==> config.mk <==
export PLATFORM = sky130hd
export DESIGN_NAME = multi_domain_timer_set
export DESIGN_NICKNAME = d
export VERILOG_FILES = /design/src/hdl/timer_set_pkg.sv /design/src/hdl/multi_domain_timer_set.sv
export SDC_FILE = /design/constraint.sdc
export NUM_CORES = 2
export LEC_CHECK = 0
export ABC_CLOCK_PERIOD_IN_PS = 36900
export BUFFER_PORTS_ARGS = -buffer_cell sky130_fd_sc_hd__buf_2
export CORE_AREA = 2 2 451 453
export DETAILED_ROUTE_END_ITERATION = 10
export DIE_AREA = 0 0 453 455
export PLACE_DENSITY = 0.57
export REMOVE_ABC_BUFFERS = 1
export SETUP_SLACK_MARGIN = 0.2
export SLEW_MARGIN = 15
export SYNTH_ARGS = -nofsm -noshare
export SYNTH_HDL_FRONTEND = slang
export SYNTH_SLANG_ARGS = --single-unit
==> constraint.sdc <==
create_clock -name mclk_i -period 36.9 [get_ports mclk_i]
set_input_delay 0 -clock mclk_i [delete_from_list [all_inputs] [get_ports mclk_i]]
set_output_delay 0 -clock mclk_i [all_outputs]
set_load 0.01 [all_outputs]
==> src/hdl/timer_set_pkg.sv <==
// constants, modes and carrier structs shared by the timer set
package timer_set_pkg;
  // clock rates of the block and of the sampled timing sources
  localparam int unsigned MCLK_HZ = 25_000_000;
  localparam int unsigned LF_HZ = 32_768;
  localparam int unsigned WDT_HZ = 1_500_000;
  localparam logic [22:0] RAT_HZ = 23'h3D0900; // 4 MHz radio time base
  // nominal rtc increment per low-frequency tick, 2^32 / 32768
  localparam logic [31:0] RTC_INC_NOM = 32'h0002_0000;
  // sync bit positions of the foreign clocks
  localparam int SYNC_W = 5;
  localparam int SYNC_LF = 0;
  localparam int SYNC_RAT = 1;
  localparam int SYNC_WDT = 2;
  localparam int SYNC_A24 = 3;
  localparam int SYNC_A2M = 4;
  // counting masks
  localparam logic [31:0] MASK_16 = 32'h0000_FFFF;
  localparam logic [31:0] MASK_32 = 32'hFFFF_FFFF;

  typedef enum logic [1:0] {
    PWR_ACTIVE = 2'b00, PWR_IDLE = 2'b01, PWR_STANDBY = 2'b10, PWR_SHUTDOWN = 2'b11
  } pwr_mode_t;
  typedef enum logic [2:0] {
    GPT_ONESHOT = 3'b000, GPT_PERIODIC = 3'b001, GPT_PWM = 3'b010,
    GPT_EDGE_TIME = 3'b011, GPT_EDGE_CNT = 3'b100
  } gpt_mode_t;
  typedef enum logic [1:0] {
    A2_SRC_24M = 2'b00, A2_SRC_2M = 2'b01, A2_SRC_LF = 2'b10
  } aux2_src_t;
  typedef enum logic [1:0] {
    WDT_OFF = 2'b00, WDT_RUN = 2'b01, WDT_WARNED = 2'b10
  } wdt_state_t;

  typedef struct packed {
    logic [31:0] inc;
    logic signed [15:0] cal;
    logic run_in_halt;
    logic [2:0] arm;
    logic [2:0] cap;
    logic [2:0][31:0] cmp;
  } rtc_cfg_t;
  typedef struct packed {
    logic [3:0] wide;
    logic [7:0] en;
    gpt_mode_t [7:0] mode;
    logic [7:0][15:0] load;
    logic [7:0][15:0] match;
  } gpt_cfg_t;
  typedef struct packed {
    logic [1:0] en;
    logic [1:0] periodic;
    logic [1:0] tick_sel;
    logic [1:0][3:0] presc;
    logic [1:0][15:0] load;
  } aux_cfg_t;
  typedef struct packed {
    logic en;
    aux2_src_t src;
    logic [15:0] period;
    logic [3:0] capture;
    logic [3:0] periodic;
    logic [3:0] arm;
    logic [3:0] adc_sel;
    logic [3:0][15:0] cmp;
  } aux2_cfg_t;
  typedef struct packed {
    logic en;
    logic [1:0][31:0] cmp;
  } rat_cfg_t;
  typedef struct packed {
    logic enable;
    logic kick;
    logic irq_ack;
    logic [31:0] reload;
  } wdt_cfg_t;
  typedef struct packed {
    logic [31:0] cnt;
    logic evt;
    logic out;
    logic cap;
    logic stop;
  } gpt_res_t;

  typedef struct packed {
    logic [SYNC_W-1:0] sync1, sync2, sync3;
    logic [69:0] rtc_cnt;
    logic [2:0] rtc_armed, rtc_evt;
    logic [2:0][31:0] rtc_cap;
    logic [7:0][15:0] gpt_cnt, gpt_cap;
    logic [7:0] gpt_done, gpt_in_prev, gpt_evt, gpt_pwm;
    logic [1:0][15:0] aux_pre, aux_cnt;
    logic [1:0] aux_done, aux_tick_prev, aux_evt;
    logic [15:0] a2_cnt;
    logic [3:0] a2_armed, a2_cap_prev, a2_evt, a2_pwm;
    logic a2_adc;
    logic [3:0][15:0] a2_val;
    logic [31:0] rat_cnt, rat_diff;
    logic rat_en_prev;
    logic [1:0] rat_evt;
    wdt_state_t wdt_st;
    logic [31:0] wdt_cnt;
    logic wdt_irq, wdt_rst, wdt_on;
  } state_t;
  localparam state_t STATE_RST = '0;
endpackage

==> src/hdl/multi_domain_timer_set.sv <==
// timer set: rtc, general-purpose, auxiliary, radio and watchdog timers
//
// Contract
// - rtc is 70 bits, three channels, lf clock
// - rtc runs in every mode except shutdown
// - rtc calibration trims rc oscillator drift
// - rtc increment adjustable for other lf rates
// - rtc value readable; dedicated capture channels
// - rtc stops in debug halt by default
// - four timers, each 32-bit or two 16-bit
// - oneshot, periodic, pwm, edge time, edge count
// - timer inputs and outputs go through fabric
// - general timers run in active, idle only
// - aux timers 0,1: 16-bit, power-of-two prescaler
// - aux 0,1 count clocks or tick edges
// - aux 0,1 offer oneshot and periodic modes
// - aux timer 2 from 24M, 2M or lf
// - aux 2 has four oneshot/periodic channels
// - aux 2 drives sensor, adc events, pwm
// - radio timer 32-bit at 4 MHz, multichannel
// - radio timer resynced to rtc on/off
// - watchdog at 1.5 MHz, cannot be stopped
// - watchdog freezes in standby and debug halt
// - unserviced watchdog interrupts then resets
// - lf clock nominally 32.768 kHz
`timescale 1ns/1ps
module multi_domain_timer_set
  import timer_set_pkg::*;
(
  // clock and reset
  input wire logic mclk_i,
  input wire logic arst_n_i,
  // device state
  input wire pwr_mode_t pwr_mode_i,
  input wire logic dbg_halt_i,
  // foreign timing sources, sampled through three flops
  input wire logic low_freq_system_clock_i,
  input wire logic rat_clk_i,
  input wire logic wdt_clk_i,
  input wire logic aux_24m_clk_i,
  input wire logic aux_2m_clk_i,
  // configuration
  input wire rtc_cfg_t rtc_cfg_i,
  input wire gpt_cfg_t gpt_cfg_i,
  input wire aux_cfg_t aux_cfg_i,
  input wire aux2_cfg_t aux2_cfg_i,
  input wire rat_cfg_t rat_cfg_i,
  input wire wdt_cfg_t wdt_cfg_i,
  // event fabric inputs, same clock
  input wire logic [7:0] gpt_ev_i,
  input wire logic [1:0] aux_tick_i,
  input wire logic [3:0] aux2_cap_i,
  // rtc results
  output logic [69:0] rtc_value_o,
  output logic [2:0] rtc_evt_o,
  output logic [2:0][31:0] rtc_cap_o,
  // general-purpose timer results
  output logic [7:0] gpt_evt_o,
  output logic [7:0] gpt_pwm_o,
  output logic [7:0][15:0] gpt_cap_o,
  // auxiliary timer results
  output logic [1:0] aux_evt_o,
  output logic [1:0][15:0] aux_cnt_o,
  output logic [3:0] aux2_evt_o,
  output logic aux2_adc_trig_o,
  output logic [3:0] aux2_pwm_o,
  output logic [3:0][15:0] aux2_cap_o,
  // radio timer results
  output logic [31:0] rat_time_o,
  output logic [1:0] rat_evt_o,
  // watchdog results
  output logic wdt_active_o,
  output logic wdt_irq_o,
  output logic wdt_rst_o
);
  state_t s_ff, nxt_s;
  logic [1:0] rst_sync_ff;
  logic rst_n;
  logic [SYNC_W-1:0] clk_edge;
  logic rtc_tick, gpt_ok, aux_ok, wdt_tick, wdt_frozen, wdt_expire;
  logic [69:0] rtc_step;
  logic [86:0] rat_prod;
  logic [31:0] rat_conv;

  // one step of a general-purpose counter, 16-bit when mask is MASK_16
  function automatic gpt_res_t gpt_step(input logic [31:0] cnt, input logic [31:0] load,
                                        input logic [31:0] match, input logic [31:0] mask,
                                        input gpt_mode_t mode, input logic edge_in,
                                        input logic run);
    gpt_res_t r;
    r = '{cnt: cnt, evt: 1'b0, out: 1'b0, cap: 1'b0, stop: 1'b0};
    if (run) begin
      if (mode == GPT_EDGE_TIME) begin
        r.cnt = (cnt + 32'h1) & mask;
        r.cap = edge_in;
      end else if ((mode != GPT_EDGE_CNT) || edge_in) begin
        if (cnt == load) begin
          r.evt = 1'b1;
          r.cnt = 32'h0;
          r.stop = (mode == GPT_ONESHOT);
        end else begin
          r.cnt = (cnt + 32'h1) & mask;
        end
      end
      r.out = (mode == GPT_PWM) && (r.cnt < match);
    end
    return r;
  endfunction

  // release the asynchronous reset through two flops
  always_ff @(posedge mclk_i or negedge arst_n_i) begin
    if (!arst_n_i) begin
      rst_sync_ff <= 2'h0;
    end else begin
      rst_sync_ff <= {rst_sync_ff[0], 1'b1};
    end
  end
  assign rst_n = rst_sync_ff[1];

  // rising edges of the sampled clocks; only the second and third flops are read
  assign clk_edge = s_ff.sync2 & ~s_ff.sync3;
  // rtc advances on lf edges unless off or halted by the debugger
  assign rtc_tick = clk_edge[SYNC_LF] && (pwr_mode_i != PWR_SHUTDOWN) &&
                    !(dbg_halt_i && !rtc_cfg_i.run_in_halt);
  // increment plus signed trim; nominal value is RTC_INC_NOM at 32.768 kHz
  assign rtc_step = {38'h0, rtc_cfg_i.inc} + {{54{rtc_cfg_i.cal[15]}}, rtc_cfg_i.cal};
  assign gpt_ok = (pwr_mode_i == PWR_ACTIVE) || (pwr_mode_i == PWR_IDLE);
  assign aux_ok = (pwr_mode_i != PWR_SHUTDOWN);
  // rtc seconds.fraction scaled to 4 MHz ticks, the radio timer's unit
  assign rat_prod = {23'h0, s_ff.rtc_cnt[63:0]} * {64'h0, RAT_HZ};
  assign rat_conv = rat_prod[63:32];
  assign wdt_tick = clk_edge[SYNC_WDT];
  assign wdt_frozen = (pwr_mode_i == PWR_STANDBY) || dbg_halt_i;
  assign wdt_expire = (s_ff.wdt_st != WDT_OFF) && !wdt_cfg_i.kick && wdt_tick &&
                      !wdt_frozen && (s_ff.wdt_cnt == 32'h0);

  // next-state logic for every timer
  always_comb begin
    logic [15:0] pmask;
    logic a2_tick, a2_wrap, step;
    gpt_res_t r;
    int h;
    nxt_s = s_ff;
    pmask = 16'h0;
    a2_tick = 1'b0;
    a2_wrap = 1'b0;
    step = 1'b0;
    r = '0;
    h = 0;
    // foreign clocks: sync1 feeds only sync2
    nxt_s.sync1 = {aux_2m_clk_i, aux_24m_clk_i, wdt_clk_i, rat_clk_i, low_freq_system_clock_i};
    nxt_s.sync2 = s_ff.sync1;
    nxt_s.sync3 = s_ff.sync2;

    // rtc: 70-bit count, 32-bit fraction; channels compare on 1/65536 s units
    if (rtc_tick) begin
      nxt_s.rtc_cnt = s_ff.rtc_cnt + rtc_step;
    end
    nxt_s.rtc_evt = 3'h0;
    for (int c = 0; c < 3; c++) begin
      if (s_ff.rtc_armed[c] && (s_ff.rtc_cnt[47:16] >= rtc_cfg_i.cmp[c])) begin
        nxt_s.rtc_evt[c] = 1'b1;
        nxt_s.rtc_armed[c] = 1'b0;
      end
      if (rtc_cfg_i.arm[c]) begin
        nxt_s.rtc_armed[c] = 1'b1;
      end
      if (rtc_cfg_i.cap[c]) begin
        nxt_s.rtc_cap[c] = s_ff.rtc_cnt[47:16];
      end
    end

    // general-purpose timers, paired halves form one 32-bit counter
    nxt_s.gpt_in_prev = gpt_ev_i;
    for (int t = 0; t < 4; t++) begin
      if (gpt_cfg_i.wide[t]) begin
        h = 2 * t;
        r = gpt_step({s_ff.gpt_cnt[h+1], s_ff.gpt_cnt[h]},
                     {gpt_cfg_i.load[h+1], gpt_cfg_i.load[h]},
                     {gpt_cfg_i.match[h+1], gpt_cfg_i.match[h]}, MASK_32,
                     gpt_cfg_i.mode[h], gpt_ev_i[h] && !s_ff.gpt_in_prev[h],
                     gpt_cfg_i.en[h] && gpt_ok && !s_ff.gpt_done[h]);
        nxt_s.gpt_cnt[h] = r.cnt[15:0];
        nxt_s.gpt_cnt[h+1] = r.cnt[31:16];
        nxt_s.gpt_evt[h] = r.evt;
        nxt_s.gpt_evt[h+1] = 1'b0;
        nxt_s.gpt_pwm[h] = r.out;
        nxt_s.gpt_pwm[h+1] = 1'b0;
        nxt_s.gpt_done[h] = (s_ff.gpt_done[h] || r.stop) && gpt_cfg_i.en[h];
        nxt_s.gpt_done[h+1] = 1'b0;
        if (r.cap) begin
          nxt_s.gpt_cap[h] = s_ff.gpt_cnt[h];
          nxt_s.gpt_cap[h+1] = s_ff.gpt_cnt[h+1];
        end
      end else begin
        for (int j = 0; j < 2; j++) begin
          h = 2 * t + j;
          r = gpt_step({16'h0, s_ff.gpt_cnt[h]}, {16'h0, gpt_cfg_i.load[h]},
                       {16'h0, gpt_cfg_i.match[h]}, MASK_16, gpt_cfg_i.mode[h],
                       gpt_ev_i[h] && !s_ff.gpt_in_prev[h],
                       gpt_cfg_i.en[h] && gpt_ok && !s_ff.gpt_done[h]);
          nxt_s.gpt_cnt[h] = r.cnt[15:0];
          nxt_s.gpt_evt[h] = r.evt;
          nxt_s.gpt_pwm[h] = r.out;
          nxt_s.gpt_done[h] = (s_ff.gpt_done[h] || r.stop) && gpt_cfg_i.en[h];
          if (r.cap) begin
            nxt_s.gpt_cap[h] = s_ff.gpt_cnt[h];
          end
        end
      end
    end

    // aux timers 0 and 1: prescaler divides clocks or tick edges by 2^N
    nxt_s.aux_tick_prev = aux_tick_i;
    for (int a = 0; a < 2; a++) begin
      nxt_s.aux_evt[a] = 1'b0;
      pmask = (16'h1 << aux_cfg_i.presc[a]) - 16'h1;
      step = aux_cfg_i.tick_sel[a] ? (aux_tick_i[a] && !s_ff.aux_tick_prev[a]) : 1'b1;
      if (!aux_cfg_i.en[a]) begin
        nxt_s.aux_done[a] = 1'b0;
        nxt_s.aux_pre[a] = 16'h0;
        nxt_s.aux_cnt[a] = 16'h0;
      end else if (aux_ok && !s_ff.aux_done[a] && step) begin
        if ((s_ff.aux_pre[a] & pmask) == pmask) begin
          nxt_s.aux_pre[a] = 16'h0;
          if (s_ff.aux_cnt[a] == aux_cfg_i.load[a]) begin
            nxt_s.aux_evt[a] = 1'b1;
            nxt_s.aux_cnt[a] = 16'h0;
            nxt_s.aux_done[a] = !aux_cfg_i.periodic[a];
          end else begin
            nxt_s.aux_cnt[a] = s_ff.aux_cnt[a] + 16'h1;
          end
        end else begin
          nxt_s.aux_pre[a] = s_ff.aux_pre[a] + 16'h1;
        end
      end
    end

    // aux timer 2: source select, period wrap, four capture/compare channels
    case (aux2_cfg_i.src)
      A2_SRC_24M: a2_tick = clk_edge[SYNC_A24];
      A2_SRC_2M: a2_tick = clk_edge[SYNC_A2M];
      A2_SRC_LF: a2_tick = clk_edge[SYNC_LF];
      default: a2_tick = 1'b0;
    endcase
    a2_tick = a2_tick && aux2_cfg_i.en && aux_ok;
    a2_wrap = a2_tick && (s_ff.a2_cnt == aux2_cfg_i.period);
    if (a2_tick) begin
      nxt_s.a2_cnt = a2_wrap ? 16'h0 : s_ff.a2_cnt + 16'h1;
    end
    nxt_s.a2_cap_prev = aux2_cap_i;
    nxt_s.a2_evt = 4'h0;
    for (int c = 0; c < 4; c++) begin
      if (aux2_cfg_i.capture[c]) begin
        step = aux2_cap_i[c] && !s_ff.a2_cap_prev[c];
        if (step && s_ff.a2_armed[c]) begin
          nxt_s.a2_val[c] = s_ff.a2_cnt;
        end
      end else begin
        step = a2_tick && (s_ff.a2_cnt == aux2_cfg_i.cmp[c]);
      end
      step = step && s_ff.a2_armed[c];
      nxt_s.a2_evt[c] = step;
      if (step && !aux2_cfg_i.periodic[c]) begin
        nxt_s.a2_armed[c] = 1'b0;
      end
      if (aux2_cfg_i.arm[c]) begin
        nxt_s.a2_armed[c] = 1'b1;
      end
      // waveform: high from wrap to the channel's compare
      if (a2_wrap) begin
        nxt_s.a2_pwm[c] = 1'b1;
      end else if (step && !aux2_cfg_i.capture[c]) begin
        nxt_s.a2_pwm[c] = 1'b0;
      end
    end
    nxt_s.a2_adc = |(nxt_s.a2_evt & aux2_cfg_i.adc_sel);

    // radio timer: counts 4 MHz edges while on; offset to rtc kept across off time
    nxt_s.rat_en_prev = rat_cfg_i.en;
    nxt_s.rat_evt = 2'h0;
    if (rat_cfg_i.en && !s_ff.rat_en_prev) begin
      nxt_s.rat_cnt = rat_conv + s_ff.rat_diff;
    end else if (!rat_cfg_i.en && s_ff.rat_en_prev) begin
      nxt_s.rat_diff = s_ff.rat_cnt - rat_conv;
    end else if (rat_cfg_i.en && clk_edge[SYNC_RAT]) begin
      nxt_s.rat_cnt = s_ff.rat_cnt + 32'h1;
      for (int c = 0; c < 2; c++) begin
        nxt_s.rat_evt[c] = (nxt_s.rat_cnt == rat_cfg_i.cmp[c]);
      end
    end

    // watchdog: sticky enable, no way to stop; warn first, reset on second expiry
    nxt_s.wdt_rst = 1'b0;
    case (s_ff.wdt_st)
      WDT_OFF: begin
        if (wdt_cfg_i.enable) begin
          nxt_s.wdt_st = WDT_RUN;
          nxt_s.wdt_cnt = wdt_cfg_i.reload;
        end
      end
      WDT_RUN, WDT_WARNED: begin
        if (wdt_cfg_i.kick) begin
          nxt_s.wdt_cnt = wdt_cfg_i.reload;
        end else if (wdt_tick && !wdt_frozen) begin
          nxt_s.wdt_cnt = (s_ff.wdt_cnt == 32'h0) ? wdt_cfg_i.reload : s_ff.wdt_cnt - 32'h1;
        end
        if (wdt_expire && s_ff.wdt_st == WDT_WARNED) begin
          nxt_s.wdt_rst = 1'b1;
          nxt_s.wdt_st = WDT_RUN;
        end else if (wdt_expire) begin
          nxt_s.wdt_st = WDT_WARNED;
        end else if (wdt_cfg_i.irq_ack) begin
          nxt_s.wdt_st = WDT_RUN; // an expiry in the ack cycle wins above
        end
      end
      default: nxt_s.wdt_st = WDT_OFF;
    endcase
    nxt_s.wdt_irq = (nxt_s.wdt_st == WDT_WARNED);
    // registered so the active output needs no decode after the flop
    nxt_s.wdt_on = (nxt_s.wdt_st != WDT_OFF);
  end

  // all timer state in one register
  always_ff @(posedge mclk_i or negedge rst_n) begin
    if (!rst_n) begin
      s_ff <= STATE_RST;
    end else begin
      s_ff <= nxt_s;
    end
  end

  // outputs straight from the state register
  assign rtc_value_o = s_ff.rtc_cnt;
  assign rtc_evt_o = s_ff.rtc_evt;
  assign rtc_cap_o = s_ff.rtc_cap;
  assign gpt_evt_o = s_ff.gpt_evt;
  assign gpt_pwm_o = s_ff.gpt_pwm;
  assign gpt_cap_o = s_ff.gpt_cap;
  assign aux_evt_o = s_ff.aux_evt;
  assign aux_cnt_o = s_ff.aux_cnt;
  assign aux2_evt_o = s_ff.a2_evt;
  assign aux2_adc_trig_o = s_ff.a2_adc;
  assign aux2_pwm_o = s_ff.a2_pwm;
  assign aux2_cap_o = s_ff.a2_val;
  assign rat_time_o = s_ff.rat_cnt;
  assign rat_evt_o = s_ff.rat_evt;
  assign wdt_active_o = s_ff.wdt_on;
  assign wdt_irq_o = s_ff.wdt_irq;
  assign wdt_rst_o = s_ff.wdt_rst;
endmodule

Word-level counts from Yosys, hierarchy flattened
Index checks and enable logic that the tools add are counted.

word-level totals
  input port bits = 712
  register bits = 748
  word-level logic and storage cells = 672
  output and inout bits = 457

cells by class
  reductions and logical operators = 222
  bitwise gates (word level) = 6
  eq/ne operators = 72
  add/subtract/negate cells = 25
  $mul = 1
  shift operators = 2
  $lt $le $gt $ge = 15
  multiplexer cells = 264

operator list
  cell                                                  count
  2-to-1 mux 32 bit                                     58
  2-to-1 mux 16 bit                                     31
  2-to-1 mux 33 bit                                     12
  2-to-1 mux 20 bit                                     16
  2-to-1 mux 36 bit                                     8
  == test 16 bit                                        17
  < comparator 32 x 16 -> 1 bit                         8
  adder 16 x 1 -> 16 bit (second input constant)        13
  == test 32 bit                                        6
  adder 32 x 1 -> 32 bit (second input constant)        5
  < comparator 32 bit                                   4
  2-to-1 mux 1 bit                                      117
  >= comparator 32 bit                                  3
  logical AND 1 bit                                     96
  adder 70 bit                                          1
  multiplier 64 x 14 -> 56 bit (second input constant)  1
  one-hot mux 32 bit (2 select lines)                   1
  nonzero test 2 bit                                    27
  == test 3 x 2 -> 1 bit (second input constant)        16
  zero test 1 bit                                       40
  AND reduction 2 bit                                   20
  2-to-1 mux 2 bit                                      18
  adder 33 x 16 -> 34 bit                               1
  2-to-1 mux 34 bit                                     1
  other kinds (24)                                      87

Logic depth before layout (Yosys ltp)
  depth in word-level cells = 14
  mapped depth = 34
  gate-level depth less buffers = 34

Worst setup path before layout
No wires, ideal clock.

  path kind = register to register
  start = reg s_ff, in the netlist rtc_value_o[1]
  end = reg s_ff, in the netlist rat_time_o[30]
  slack = 28.812 ns
  stages on the path, launching flop included = 33
  clock period less this slack = 8.088 ns
  arrival time = 7.968 ns
  data required time = 36.780 ns
  library setup time = 0.120 ns
  path buffers = 0
  cells stage by stage = dfrtp_1 -> inv_1 -> fa_1 -> inv_1 -> fa_1 -> fa_1 -> fa_1 -> ha_1 -> inv_1 -> fa_1 -> inv_1 -> ha_1 -> nand4_1 -> a221o_1 -> a31oi_1 -> o21ai_0 -> a21boi_0 -> o21a_1 -> nor2_1 -> o21bai_1 -> xor2_1 -> ha_1 -> a21o_1 -> a21o_1 -> a2111oi_4 -> o31ai_2 -> o221ai_2 -> o21ai_2 -> a311oi_4 -> o221ai_2 -> o211a_1 -> or3_1 -> a31o_1

between the ends
  word-level cells in the longest chain between the ends = 3

RTL lines
  item                          line                           text
  from (decl)                   multi_domain_timer_set.sv:76   state_t s_ff, nxt_s;
  from (signal assigned)        multi_domain_timer_set.sv:329  s_ff <= nxt_s;
  multiplier 64 x 14 -> 56 bit  multi_domain_timer_set.sv:130  assign rat_prod = {23'h0, s_ff.rtc_cnt[63:0]} * {64'h0, RAT_HZ};
  adder 32 bit                  multi_domain_timer_set.sv:283  nxt_s.rat_cnt = rat_conv + s_ff.rat_diff;
  2-to-1 mux 32 bit             multi_domain_timer_set.sv:282  if (rat_cfg_i.en && !s_ff.rat_en_prev) begin

Every way passes these cells.
A chain may end at the register's enable or synchronous reset.

Final worst setup path
  start = reg s_ff, in the netlist rtc_value_o[1]
  end = reg s_ff[66] (netlist bit)

between the ends
  word-level cells in the longest chain between the ends = 2

RTL lines
  item                          line                           text
  multiplier 64 x 14 -> 56 bit  multi_domain_timer_set.sv:130
  subtractor 32 bit             multi_domain_timer_set.sv:285  nxt_s.rat_diff = s_ff.rat_cnt - rat_conv;

Every way passes these cells.

==> impl_metrics.env <==
export IMPL_status="finished, final reports clean"
export IMPL_regArea_um2=18700
export IMPL_cp_slowest_cell="dfrtp_1"
export IMPL_ioPinCount=1169
export IMPL_muxShareOfSynthArea=0.0547
export IMPL_synth_seq_cells=746
export IMPL_fmax_mhz=108
export IMPL_rsz0062_at_grt="no"
export IMPL_syn_area_um2=70400
export IMPL_ys_seq_area_frac=0.265
export IMPL_avgSynthCellArea_um2=8.77
export IMPL_viasPerCell=5.32
export IMPL_fill_cells=20300
export IMPL_worstSetupEndpointType="register"
export IMPL_final_area_um2=81900
export IMPL_chipWidth_um=453
export IMPL_die_area_um2=206000
export IMPL_synth_warnings=0
export IMPL_path_clk_slew_ns=0.06
export IMPL_synthAdderAreaFrac=0.183
export IMPL_drt_iter0_markers=4720
export IMPL_cts_htree_levels=3
export IMPL_routed_wl_um=259000
export IMPL_clk_latency_ns=0.77
export IMPL_synth_edf_count=0
export IMPL_crit_top_cell="fa_1"
export IMPL_dp_hpwl_um=203000
export IMPL_relSlewSlack=0.213
export IMPL_row_count=165
export IMPL_numCtsBuffers=100
export IMPL_multiInputGateArea_um2=44600
export IMPL_grt_pass1_wl_um=379000
export IMPL_die_y_um=455
export IMPL_drv_slew=0
export IMPL_cp_max_fo=9
export IMPL_synth_compound_area_frac=0.168
export IMPL_synthDistinctLibCells=98
export IMPL_synth_top_family_by_area="adder cells"
export IMPL_r2r_slack_ns=27.64
export IMPL_core_area_um2=201000
export IMPL_yosys_area_share_simple=0.144
export IMPL_fin_crit_ns=9.26
export IMPL_syn_inst=8036
export IMPL_clock_sinks=746
export IMPL_tightest_slew_ns=1.18
export IMPL_wl_per_cell_um=22.2
export IMPL_num_vias=61900
export IMPL_post_route_period_util=0.251
export IMPL_grt_overflow_total=0
export IMPL_tritoncts="done"
export IMPL_ant_nets=0
export IMPL_cts_resized=0
export IMPL_fin_util=0.407
export IMPL_fin_nets=10500
export IMPL_crit_required_ns=37.51
export IMPL_port_buffers=1168
export IMPL_finalSetupViolations=0
export IMPL_cts_path_max_buffers=3
export IMPL_drive_gt1_frac=0.204
export IMPL_antenna_found_initial=41
export IMPL_synthXorXnorAreaFrac=0.0826
export IMPL_gp_congestion=0.945
export IMPL_drc=0
export IMPL_ctsRootBufferMaster="clkbuf_16"
export IMPL_synthToLayoutAreaGrowth_pct=16.2
export IMPL_setup_tns_ns=0
export IMPL_grt_usage=0.240
export IMPL_worst_path_largest_cell_delay_ns=0.58
export IMPL_place_area_um2=75800
export IMPL_async_flop_share=1.00
export IMPL_postCtsSetupBuffers=0
export IMPL_hold_viol_final=0
export IMPL_fin_skew_ns=0.0467
export IMPL_cap_violations=0
export IMPL_initial_core_util=0.350
export IMPL_crit_type="register to register"
export IMPL_cp_data_arrival_time_ns=9.87
export IMPL_ys_flop_type="dfrtp_1"
export IMPL_startpoint_type="register"
export IMPL_grt_max_degree=135
export IMPL_first_pass_iters=6
export IMPL_grt_pass1_vias=60500
export IMPL_hold_slack_ns=0.0383
export IMPL_holdBufCountCts=255
export IMPL_hold_path_class="primary input to register"
==> cell usage after synthesis, types with 137 or more instances <==
| library cell | n | area (µm²) |
|---|---|---|
| a21o_1 | 267 | 2000 |
| a21oi_1 | 375 | 1880 |
| buf_4 | 453 | 3400 |
| clkbuf_1 | 330 | 1240 |
| dfrtp_1 | 746 | 18700 |
| fa_1 | 219 | 4380 |
| ha_1 | 682 | 8530 |
| inv_1 | 648 | 2430 |
| mux2_2 | 289 | 3250 |
| nand2_1 | 634 | 2380 |
| nand3_1 | 166 | 831 |
| nand4_1 | 137 | 857 |
| nor2_1 | 408 | 1530 |
| o21ai_0 | 593 | 2970 |
| xnor2_1 | 261 | 2290 |
| xor2_1 | 398 | 3490 |
==> kinds of logic (layout without fill, tap and decap cells) <==
logic type,after synthesis,count (layout)
simple gates,2055,2055
buf+inv,1468,2373
mux,349,349
fa+ha+maj,901,901
xor+xnor,661,661
compound gates,1855,1855
flops,746,746
other cells,1,30
==> per-layer routing <==
layer	wire length [µm]	track usage
met1	112000	0.315
met3	13500	0.0348
met5	61	0
met2	119000	0.384
met4	14100	0.121
==> sequential cells by signal, indices dropped and copies added, names as in the netlist <==
name	count
wdt_active_o	1
rtc_cap_o	96
gpt_pwm_o	8
aux2_cap_o	64
wdt_rst_o	1
rtc_evt_o	3
gpt_cap_o	128
aux2_adc_trig_o	1
aux2_pwm_o	4
wdt_irq_o	1
aux_cnt_o	32
rst_sync_ff	2
rat_evt_o	2
rat_time_o	32
gpt_evt_o	8
rtc_value_o	70
aux_evt_o	2
nxt_s	10
aux2_evt_o	4
s_ff	277
==> stage by stage <==
stage	std cells	worst slack, ns
2_1_floorplan	7218	14.57
3_5_place_dp	11200	27.66
3_3_place_gp	11200	27.92
4_1_cts	11600	27.63
5_1_grt	11600	27.05
6_report	11600	27.64
==> worst max-delay path, delay by kind of cell, from the launching register on <==
kind / cells / cell delay [ns]
mux: 1 / 0.26
simple gates: 2 / 0.16
buf+inv: 5 / 0.46
fa+ha+maj: 8 / 3.65
flops: 1 / 0.58
xor+xnor: 2 / 0.53
compound gates: 14 / 3.49
==> worst paths after layout <==
check / start / to / depth (start not counted)
max: rtc_value_o[1]$_DFFE_PN0P_ / s_ff[66]$_DFFE_PN0P_ / 32
min: rtc_cfg_i[47] / rtc_evt_o[1]$_DFF_PN0_ / 6
max reg2reg: rtc_value_o[1]$_DFFE_PN0P_ / s_ff[66]$_DFFE_PN0P_ / 32
min reg2reg: nxt_s[736]$_DFF_PN0_ / nxt_s[731]$_DFF_PN0_ / 0
max in group asynchronous: rst_sync_ff[1]$_DFF_PN0_ / rtc_cap_o[82]$_DFFE_PN0P_ / 4
min in group asynchronous: arst_n_i / rst_sync_ff[0]$_DFF_PN0_ / 3
==> layout by cell type (no fill, tap or decap), types with 97 or more instances in the layout <==
master | synthesis | routed
nor3_1 | 117 | 111
xnor2_1 | 261 | 260
and3_1 | 113 | 113
clkbuf_16 | 0 | 103
dlygate4sd3_1 | 0 | 255
ha_1 | 682 | 682
nand2_1 | 634 | 634
buf_4 | 453 | 110
xor2_1 | 398 | 398
nor2b_1 | 97 | 97
buf_2 | 11 | 1168
a21oi_1 | 375 | 375
fa_1 | 219 | 219
dfrtp_1 | 746 | 745
a21o_1 | 267 | 267
nand4_1 | 137 | 137
nor2_1 | 408 | 404
o21ai_0 | 593 | 592
nand3_1 | 166 | 166
inv_1 | 648 | 648
mux2_2 | 289 | 289
==> final cells by class <==
cell class / instances / share of cell area
tap: 2672 / 0.0408
multi-input combinational: 5822 / 0.545
antenna: 29 / 0.000886
sequential: 746 / 0.228
inverter: 650 / 0.0298
clock buffer: 146 / 0.0359
clock inverter: 41 / 0.00572
timing repair buffer: 1536 / 0.113
Power is not shown: default switching activity piles up to over one toggle a cycle in this logic, so the estimate is an artifact.
